[config.mk]
export PLATFORM = sky130hd
export DESIGN_NAME = bridge_parity_status_logic
export DESIGN_NICKNAME = d
export VERILOG_FILES = /design/src/logic/parity_status_pkg.sv /design/src/logic/bridge_parity_status_logic.sv
export SDC_FILE = /design/constraint.sdc
export NUM_CORES = 1
export LEC_CHECK = 0
export BUFFER_PORTS_ARGS = -buffer_cell sky130_fd_sc_hd__buf_4
export CORE_AREA = 2 2 64 66
export CTS_CLUSTER_DIAMETER = 120
export DETAILED_ROUTE_END_ITERATION = 16
export DIE_AREA = 0 0 66 68
export PLACE_DENSITY = 0.74
export SKIP_CTS_REPAIR_TIMING = 1
export SLEW_MARGIN = 20
export SYNTH_ARGS = -nofsm -noshare
export SYNTH_HDL_FRONTEND = slang
export SYNTH_SLANG_ARGS = --single-unit
export TNS_END_PERCENT = 10
[constraint.sdc]
create_clock -name clock -period 1.3 [get_ports clock]
set_input_delay 0.13 -clock clock [delete_from_list [all_inputs] [get_ports clock]]
set_output_delay 0.13 -clock clock [all_outputs]
set_load 0.05 [all_outputs]
[src/logic/parity_status_pkg.sv]
/*
  Shared constants for the bridge parity status block: register offsets,
  field positions, reset values, transaction codes and bus-slave states.
  Assumes a 32-bit Avalon-MM register bus with byte addresses.
*/
package parity_status_pkg;

  // Register byte offsets on the Avalon-MM slave.
  localparam logic [3:0] ctrl_offset = 4'h0;
  localparam logic [3:0] status_offset = 4'h4;
  localparam logic [3:0] irq_status_offset = 4'h8;
  localparam logic [3:0] irq_mask_offset = 4'hc;

  // Control register fields: the two parity error response enables.
  localparam int ctrl_pri_resp_bit = 0;
  localparam int ctrl_sec_resp_bit = 1;
  localparam int ctrl_width = 2;
  localparam logic [1:0] ctrl_reset = 2'h0;

  // Status, interrupt status and mask share this layout.
  localparam int pri_det_bit = 0;
  localparam int sec_det_bit = 1;
  localparam int pri_dpd_bit = 2;
  localparam int sec_dpd_bit = 3;
  localparam int status_width = 4;
  localparam logic [3:0] status_reset = 4'h0;
  localparam logic [3:0] mask_reset = 4'h0;

  // Width of the bus read data and the value read from unmapped offsets.
  localparam int data_width = 32;
  localparam logic [31:0] unmapped_data = 32'h0000_0000;

  // Transaction type codes presented by the bridge core.
  typedef enum logic [1:0] {
    txn_read_type = 2'h0,
    txn_posted_type = 2'h1,
    txn_delayed_type = 2'h2,
    txn_none_type = 2'h3
  } txn_type;

  // Direction code: downstream runs primary to secondary.
  localparam logic dir_downstream = 1'b0;
  localparam logic dir_upstream = 1'b1;

  // Bus slave states, one-hot.
  typedef enum logic [1:0] {
    idle_st = 2'b01,
    answer_st = 2'b10
  } slave_state_type;

endpackage

[src/logic/bridge_parity_status_logic.sv]
/*
  Parity status decision logic of a two-sided PCI-to-PCI bridge. It sets the
  primary and secondary detected-parity-error bits and the primary and
  secondary data-parity-detected bits from parity events, and offers them over
  an Avalon-MM slave with an interrupt built on the same four events.
  Assumes the bridge core drives the mismatch pulses, the transaction
  type/direction and the master-role levels on this clock, and that the two
  parity error pins come asynchronously from the PCI buses.
*/
// Functional notes
// RULE_01: Primary detected bit ignores both response enables.
// RULE_02: Secondary detected bit ignores both response enables.
// RULE_03: Primary detected: upstream read, downstream writes only.
// RULE_04: Secondary detected: downstream read, upstream writes only.
// RULE_05: Primary data-parity bit needs primary master role.
// RULE_06: Primary data-parity bit needs primary response enable.
// RULE_07: Primary data-parity: sampled error pin or mismatch.
// RULE_08: Primary data-parity only for upstream primary errors.
// RULE_09: Secondary data-parity bit needs secondary master role.
// RULE_10: Secondary data-parity bit needs secondary response enable.
// RULE_11: Secondary data-parity: sampled error pin or mismatch.
// RULE_12: Secondary target error downstream sets secondary data-parity.
// RULE_13: Status bits stay until software writes one.
module bridge_parity_status_logic (
  input wire logic clock,
  input wire logic rstn,
  input wire logic [3:0] avs_address,
  input wire logic avs_read,
  input wire logic avs_write,
  input wire logic [31:0] avs_writedata,
  input wire logic [3:0] avs_byteenable,
  output logic [31:0] avs_readdata,
  output logic avs_waitrequest,
  input wire logic primary_parity_err_n,
  input wire logic secondary_parity_err_n,
  input wire logic pri_parity_mismatch,
  input wire logic sec_parity_mismatch,
  input wire logic [1:0] txn_kind,
  input wire logic txn_dir,
  input wire logic pri_master_active,
  input wire logic sec_master_active,
  output logic [3:0] parity_status,
  output logic irq
);

  // Decides whether a case belongs to the primary detected bit.
  function automatic logic pri_det_case(input logic [1:0] kind, input logic dir);
    pri_det_case = (kind == parity_status_pkg::txn_read_type &&
                    dir == parity_status_pkg::dir_upstream) ||
                   ((kind == parity_status_pkg::txn_posted_type ||
                     kind == parity_status_pkg::txn_delayed_type) &&
                    dir == parity_status_pkg::dir_downstream);
  endfunction

  // Mirror image of the primary case for the secondary detected bit.
  function automatic logic sec_det_case(input logic [1:0] kind, input logic dir);
    sec_det_case = (kind == parity_status_pkg::txn_read_type &&
                    dir == parity_status_pkg::dir_downstream) ||
                   ((kind == parity_status_pkg::txn_posted_type ||
                     kind == parity_status_pkg::txn_delayed_type) &&
                    dir == parity_status_pkg::dir_upstream);
  endfunction

  logic pri_perr_meta_ff;
  logic pri_perr_sync_ff;
  logic sec_perr_meta_ff;
  logic sec_perr_sync_ff;
  logic [1:0] ctrl_ff;
  logic [3:0] status_ff;
  logic [3:0] irq_status_ff;
  logic [3:0] irq_mask_ff;
  logic [31:0] readdata_ff;
  logic waitrequest_ff;
  logic irq_ff;
  parity_status_pkg::slave_state_type state_ff;
  parity_status_pkg::slave_state_type nxt_state;
  logic [31:0] nxt_readdata;
  logic [3:0] event_vec;
  logic [3:0] status_clear;
  logic [3:0] nxt_status;
  logic [3:0] nxt_irq_status;
  logic [3:0] irq_read_clear;
  logic [3:0] status_kept;
  logic accept_wr;
  logic accept_rd;
  logic pri_resp;
  logic sec_resp;
  logic pri_known_kind;
  logic sec_known_kind;

  // Two flops on each parity error pin; the PCI buses run on their own clocks.
  always_ff @(posedge clock or negedge rstn) begin
    if (!rstn) begin
      pri_perr_meta_ff <= 1'b1;
      pri_perr_sync_ff <= 1'b1;
      sec_perr_meta_ff <= 1'b1;
      sec_perr_sync_ff <= 1'b1;
    end else begin
      pri_perr_meta_ff <= primary_parity_err_n;
      pri_perr_sync_ff <= pri_perr_meta_ff;
      sec_perr_meta_ff <= secondary_parity_err_n;
      sec_perr_sync_ff <= sec_perr_meta_ff;
    end
  end

  // Response enables as software programmed them.
  assign pri_resp = ctrl_ff[parity_status_pkg::ctrl_pri_resp_bit];
  assign sec_resp = ctrl_ff[parity_status_pkg::ctrl_sec_resp_bit];
  assign pri_known_kind = txn_kind != parity_status_pkg::txn_none_type;
  assign sec_known_kind = txn_kind != parity_status_pkg::txn_none_type;

  // Detected bits depend only on where the error showed and on the case,
  // never on the response enables. [RULE_01] [RULE_02]
  assign event_vec[parity_status_pkg::pri_det_bit] =
    pri_parity_mismatch && pri_det_case(txn_kind, txn_dir); // [RULE_03]
  assign event_vec[parity_status_pkg::sec_det_bit] =
    sec_parity_mismatch && sec_det_case(txn_kind, txn_dir); // [RULE_04]

  // Data-parity-detected bits: master role, enable, and either a sampled
  // error pin or our own mismatch. A downstream-only write case cannot set
  // the primary bit because its term also requires txn_dir upstream, whatever the master role.
  assign event_vec[parity_status_pkg::pri_dpd_bit] =
    pri_master_active && // [RULE_05]
    pri_resp && // [RULE_06]
    (!pri_perr_sync_ff || pri_parity_mismatch) && // [RULE_07]
    pri_known_kind && txn_dir == parity_status_pkg::dir_upstream; // [RULE_08]
  assign event_vec[parity_status_pkg::sec_dpd_bit] =
    sec_master_active && // [RULE_09]
    sec_resp && // [RULE_10]
    (!sec_perr_sync_ff || sec_parity_mismatch) && // [RULE_11]
    sec_known_kind && txn_dir == parity_status_pkg::dir_downstream; // [RULE_12]

  // A request is acted on only at the edge where waitrequest is seen low.
  assign accept_wr = avs_write && !waitrequest_ff;
  assign accept_rd = avs_read && !waitrequest_ff;

  // Write-one-to-clear mask for the status register, lane 0 only.
  assign status_clear = (accept_wr && avs_byteenable[0] &&
                         avs_address == parity_status_pkg::status_offset) ?
                        avs_writedata[3:0] : parity_status_pkg::status_reset;
  assign status_kept = status_ff & ~status_clear;

  // A new event wins over a clear in the same cycle.
  assign nxt_status = status_kept | event_vec; // [RULE_13]
  // A read clears only the bits that it returned, so an event landing after
  // the capture edge is not lost.
  assign irq_read_clear = (accept_rd &&
                           avs_address == parity_status_pkg::irq_status_offset) ?
                          readdata_ff[3:0] : parity_status_pkg::status_reset;
  assign nxt_irq_status = (irq_status_ff & ~irq_read_clear) | event_vec;

  // Sticky parity status bits.
  always_ff @(posedge clock or negedge rstn) begin
    if (!rstn) begin
      status_ff <= parity_status_pkg::status_reset;
    end else begin
      status_ff <= nxt_status; // [RULE_13]
    end
  end

  // Interrupt status clears on read; the event still wins.
  always_ff @(posedge clock or negedge rstn) begin
    if (!rstn) begin
      irq_status_ff <= parity_status_pkg::status_reset;
    end else begin
      irq_status_ff <= nxt_irq_status;
    end
  end

  // Interrupt level follows the masked status one cycle later.
  always_ff @(posedge clock or negedge rstn) begin
    if (!rstn) begin
      irq_ff <= 1'b0;
    end else begin
      irq_ff <= |(irq_status_ff & irq_mask_ff);
    end
  end

  // Software-written control and mask registers.
  always_ff @(posedge clock or negedge rstn) begin
    if (!rstn) begin
      ctrl_ff <= parity_status_pkg::ctrl_reset;
      irq_mask_ff <= parity_status_pkg::mask_reset;
    end else if (accept_wr && avs_byteenable[0]) begin
      if (avs_address == parity_status_pkg::ctrl_offset) begin
        ctrl_ff <= avs_writedata[1:0];
      end
      if (avs_address == parity_status_pkg::irq_mask_offset) begin
        irq_mask_ff <= avs_writedata[3:0];
      end
    end
  end

  // Read multiplexer; unmapped offsets answer zero.
  always_comb begin
    nxt_readdata = parity_status_pkg::unmapped_data;
    case (avs_address)
      parity_status_pkg::ctrl_offset: begin
        nxt_readdata[1:0] = ctrl_ff;
      end
      parity_status_pkg::status_offset: begin
        nxt_readdata[3:0] = status_ff;
      end
      parity_status_pkg::irq_status_offset: begin
        nxt_readdata[3:0] = irq_status_ff;
      end
      parity_status_pkg::irq_mask_offset: begin
        nxt_readdata[3:0] = irq_mask_ff;
      end
      default: begin
        nxt_readdata = parity_status_pkg::unmapped_data;
      end
    endcase
  end

  // One wait cycle per access, so read data can come from a flop and the
  // decode never sits in a long combinational path to the master.
  always_comb begin
    case (state_ff)
      parity_status_pkg::idle_st: begin
        nxt_state = (avs_read || avs_write) ? parity_status_pkg::answer_st :
                    parity_status_pkg::idle_st;
      end
      parity_status_pkg::answer_st: begin
        nxt_state = parity_status_pkg::idle_st;
      end
      default: begin
        nxt_state = parity_status_pkg::idle_st;
      end
    endcase
  end

  // Slave state and waitrequest.
  always_ff @(posedge clock or negedge rstn) begin
    if (!rstn) begin
      state_ff <= parity_status_pkg::idle_st;
      waitrequest_ff <= 1'b1;
    end else begin
      state_ff <= nxt_state;
      waitrequest_ff <= nxt_state != parity_status_pkg::answer_st;
    end
  end

  // Read data is captured as the answer cycle opens.
  always_ff @(posedge clock or negedge rstn) begin
    if (!rstn) begin
      readdata_ff <= parity_status_pkg::unmapped_data;
    end else if (state_ff == parity_status_pkg::idle_st && avs_read) begin
      readdata_ff <= nxt_readdata;
    end
  end

  assign avs_readdata = readdata_ff;
  assign avs_waitrequest = waitrequest_ff;
  assign parity_status = status_ff;
  assign irq = irq_ff;
endmodule

# After elaboration in Yosys (flattened, before gate mapping)
# Cells that the tools add are included.
# W data, S select, Z words.
# classes
eq_ne	8
n_mux	6
bitwise	8
reduce_logical	34
# op_table
op	n
$logic_and A1 B1 Y1	20
$and A4 B4 Y4	3
$eq A4 B4 Y1 const B	2
$mux W4	2
$not A4 Y4	2
$or A4 B4 Y4	2
$pmux W2 S4	1
$logic_or A1 B1 Y1	6
$pmux W2 S3	1
$eq A2 B1 Y1 const B	2
$eq A4 B3 Y1 const B	1
$logic_not A4 Y1	1
$mux W2	2
$ne A2 B2 Y1 const B	2
$reduce_and A2 Y1	2
$reduce_or A4 Y1	1
$logic_not A1 Y1	3
$eq A2 B2 Y1 const B	1
$logic_not A2 Y1	1
$not A1 Y1	1
# word_totals
register_bits	26
input_bits	53

# Depth between registers and ports, before layout
# depth
ltp_word	8
ltp_mapped	5
ltp_nobuf	5

# Worst setup path after synthesis
# Ideal clock, no wire load.
# synth_path
kind	flip-flop to flip-flop
from	register, netlist name state_ff[0]
to	register ctrl_ff[0]
setup_time_ns	0.125
arrival_ns	1.415
required_ns	1.175
setup_slack_ns	-0.240
stages_incl_launch_ff	4
path_buffers	0
synth_period_minus_slack_ns	1.540
cell_sequence	dfstp_2 > and4bb_2 > nand2_1 > mux2_2
# synth_lines
element	line_no	source
end signal: assignment	bridge_parity_status_logic.sv:182	ctrl_ff <= parity_status_pkg::ctrl_reset;
end signal: assignment	bridge_parity_status_logic.sv:186	ctrl_ff <= avs_writedata[1:0];
end: declaration	bridge_parity_status_logic.sv:68	logic [1:0] ctrl_ff;

==> flow_summary_export.csv <==
group,metric,value,unit
status,outcome,"complete, but fails checks",
status,violations,"negative setup slack",
critical_path,crit_arrival,1490,ps
layout,final_layout_size_suffix_gt1_share,35.6,%
logic_synthesis,syn_avg_cell_area,11.6,sq um
logic_synthesis,synth.area.top_cells,"dfrtp_1 (36%), buf_4 (15%), dfstp_2 (9.5%)",
critical_path,r2r_end,"ctrl_ff[1]$_DFFE_PN0P_",
logic_synthesis,synth-seq-cells,25,
power,finalPower,2690,uW
logic_synthesis,ys_seq_area_share,45.5,%
placement,post-place-ws,-10.4,ps
layout,antenna-diode-count,0,
clocking,cts.root.buffer_cell,"clkbuf_8",
layout,post-route-util,43.7,%
route,routedWlPerCell,12.0,um
placement,globalplace.congestion,0.809,
critical_path,crit_type,"flop to flop",
layout,final_common_cell,"buf_4",
sta,rsz0062_at_grt,"true",
route,drt_first_pass_iters,4,
clocking,cts.sinks,25,
sta,hold_viol,0,
logic_synthesis,synth_cell_types,28,
run,drv_cap,0,
layout,fillCellCount,388,
route,postRouteAntennaNets,0,
clocking,clk_latency,270,ps
sta,fin_ws,-22.0,ps
route,viasPerCell,4.43,
global_routing,grt_antenna_before_repair,0,
critical_path,end_kind,"flop",
critical_path,max_stage_delay,580,ps
global_routing,grt_pass1_wl,4240,um
sta,post-route-period-util,102,%
sta,setup_viol,2,
clocking,numCtsBuffers,3,
layout,layout_common_cells,"buf_4 (36), conb_1 (28), dfrtp_1 (20)",
critical_path,r2r_cells,3,
route,drtIter0Drc,23,
floorplanning,die-area,4490,sq um
clocking,clk_pin_slew_worst_paths,90,ps
placement,dp.cells,203,
power,ir_worst_vdd,606,uV
logic_synthesis,syn_area,1390,sq um
critical_path,r2r-start,"state_ff[0]$_DFF_PN1_",
floorplanning,die_w,66,um
critical_path,worstPathMaxFanout,5,
critical_path,path_cells,"and4bb_2 -> nand2_2 -> mux2_4",
logic_synthesis,ys.warnings.count,0,
layout,num-nets-final,216,
floorplanning,die_y,68,um
sta,fmax,756,MHz
min_path,min_to,"state_ff[0]$_DFF_PN1_",
layout,syn_to_final_growth,21.2,%
route,drc_errors,0,
logic_synthesis,synth_top_area_cell,"dfrtp_1",
sta,skew,8.90,ps
critical_path,required,1470,ps
logic_synthesis,synth_top_area_share,36.0,%
route,via_count,930,
power,powerDensity,1600,nW/um^2
global_routing,grt_overflow_total,0,
sta,drv_slew,0,
placement,io_buffers,31,
critical_path,r2r_slack,-20,ps
layout,layout.cells.non_filler,210,
critical_path,slowest_stage,"dfstp_2",
placement,dpl.hpwl,2050,um
global_routing,grt_max_degree,26,
floorplanning,initial_core_util,36.0,%
route,finalWirelength,2510,um
floorplanning,ios,91,
min_path,min_from,"avs_write",
global_routing,gr-usage-all-layers,12.6,%
power,power.leakage,0.000844,uW
clocking,cts_htree_levels,1,
clocking,cts_buffer_depth,2,
critical_path,timing.critical_path.from_type,"flop",
min_path,holdPathStages,2,
global_routing,grt_pass1_vias,922,
logic_synthesis,syn_inst,120,
min_path,hp-class,"primary input to flop",
floorplanning,core_area,3860,sq um
clocking,cts_tree,"done",
floorplanning,fp-row-count,23,
sta,finalCriticalPeriod,1320,ps
[worst max path at each step]
| stage | start | end | slack (ps) | cells after the start |
|---|---|---|---|---|
| 6_report | state_ff[0]$_DFF_PN1_ | ctrl_ff[1]$_DFFE_PN0P_ | -20 | 3 |
| 4_1_cts | state_ff[0]$_DFF_PN1_ | ctrl_ff[1]$_DFFE_PN0P_ | -30 | 3 |
| 5_1_grt | state_ff[0]$_DFF_PN1_ | ctrl_ff[0]$_DFFE_PN0P_ | -60 | 3 |
| 2_1_floorplan | state_ff[0]$_DFF_PN1_ | ctrl_ff[0]$_DFFE_PN0P_ | -190 | 3 |
| 3_3_place_gp | state_ff[0]$_DFF_PN1_ | ctrl_ff[0]$_DFFE_PN0P_ | -5 | 3 |
| 3_5_place_dp | state_ff[0]$_DFF_PN1_ | ctrl_ff[1]$_DFFE_PN0P_ | -10 | 3 |
[metrics by stage]
step                hold WS, ps  setup TNS [ps]  instance area [sq um]
floorplan                  -166            -833                   1500
global placement           47.7           -8.30                   1610
detailed placement         45.1           -19.8                   1610
CTS                        -253           -49.7                   1650
global route               64.2            -122                   1690
finish                     60.8           -39.4                   1690
[critical path: cells and delay by family, from the launching register on]
family	cells	cell delay (ps)
DFF	1	580
muxes	1	300
and+or+nand+nor	2	340
[per-layer routing]
| metal | share of wire, % | track usage, % | up-vias | wire length, um |
|---|---|---|---|---|
| met5 | 0 | 0 | - | 0 |
| met4 | 2.0 | 6.12 | 0 | 50 |
| met3 | 5.8 | 2.14 | 5 | 145 |
| met2 | 51 | 21.7 | 36 | 1270 |
| met1 | 42 | 15.4 | 442 | 1050 |
| li1 | - | - | 447 | - |
[kinds of logic after synthesis]
group / after synthesis / share of synthesized area, %
buffers and inverters: 35 / 17.6
DFF: 25 / 45.5
muxes: 13 / 12.3
other: 1 / 0.270
and+or+nand+nor: 26 / 13.0
adders and majority gates: 2 / 1.80
AOI/OAI and AO/OA: 18 / 9.54
[report_power, final]
group          leakage (uW)  internal [uW]  switching, uW
Sequential         0.000297            975            141
Combinational      0.000521            390            724
Clock             0.0000255            215            244
Total              0.000844           1580           1110
[cell type report]
class / count / area [sq um] / share of cell area (%)
Clock inverter: 1 / 5.00 / 0.297
Tap cell: 50 / 62.6 / 3.71
Multi-Input combinational cell: 87 / 626 / 37.1
Sequential cell: 25 / 632 / 37.5
Timing Repair Buffer: 39 / 300 / 17.8
Inverter: 5 / 18.8 / 1.11
Clock buffer: 3 / 41.3 / 2.45
[synthesized netlist by cell type]
master	instances
a2111oi_0	1
a21o_1	8
a21oi_1	1
a22o_1	3
a22oi_1	3
and4bb_2	1
and4bb_4	1
buf_2	1
buf_4	28
buf_6	1
conb_1	1
dfrtp_1	20
dfstp_2	5
ha_1	2
inv_1	5
mux2_2	7
mux2i_1	4
mux4_1	2
nand2_1	6
nand3_1	8
nand3b_1	1
nand4b_1	1
nor2_1	2
nor2b_1	2
nor3_1	2
nor3b_4	1
nor4b_4	1
o21ai_0	2
[registers in the layout (all words and copies together), names as in the netlist, 2 cells and up]
signal         flops
avs_readdata       4
irq_mask_ff        4
irq_status_ff      4
parity_status      4
ctrl_ff            2
state_ff           2
(Power assumes the default switching activity.)
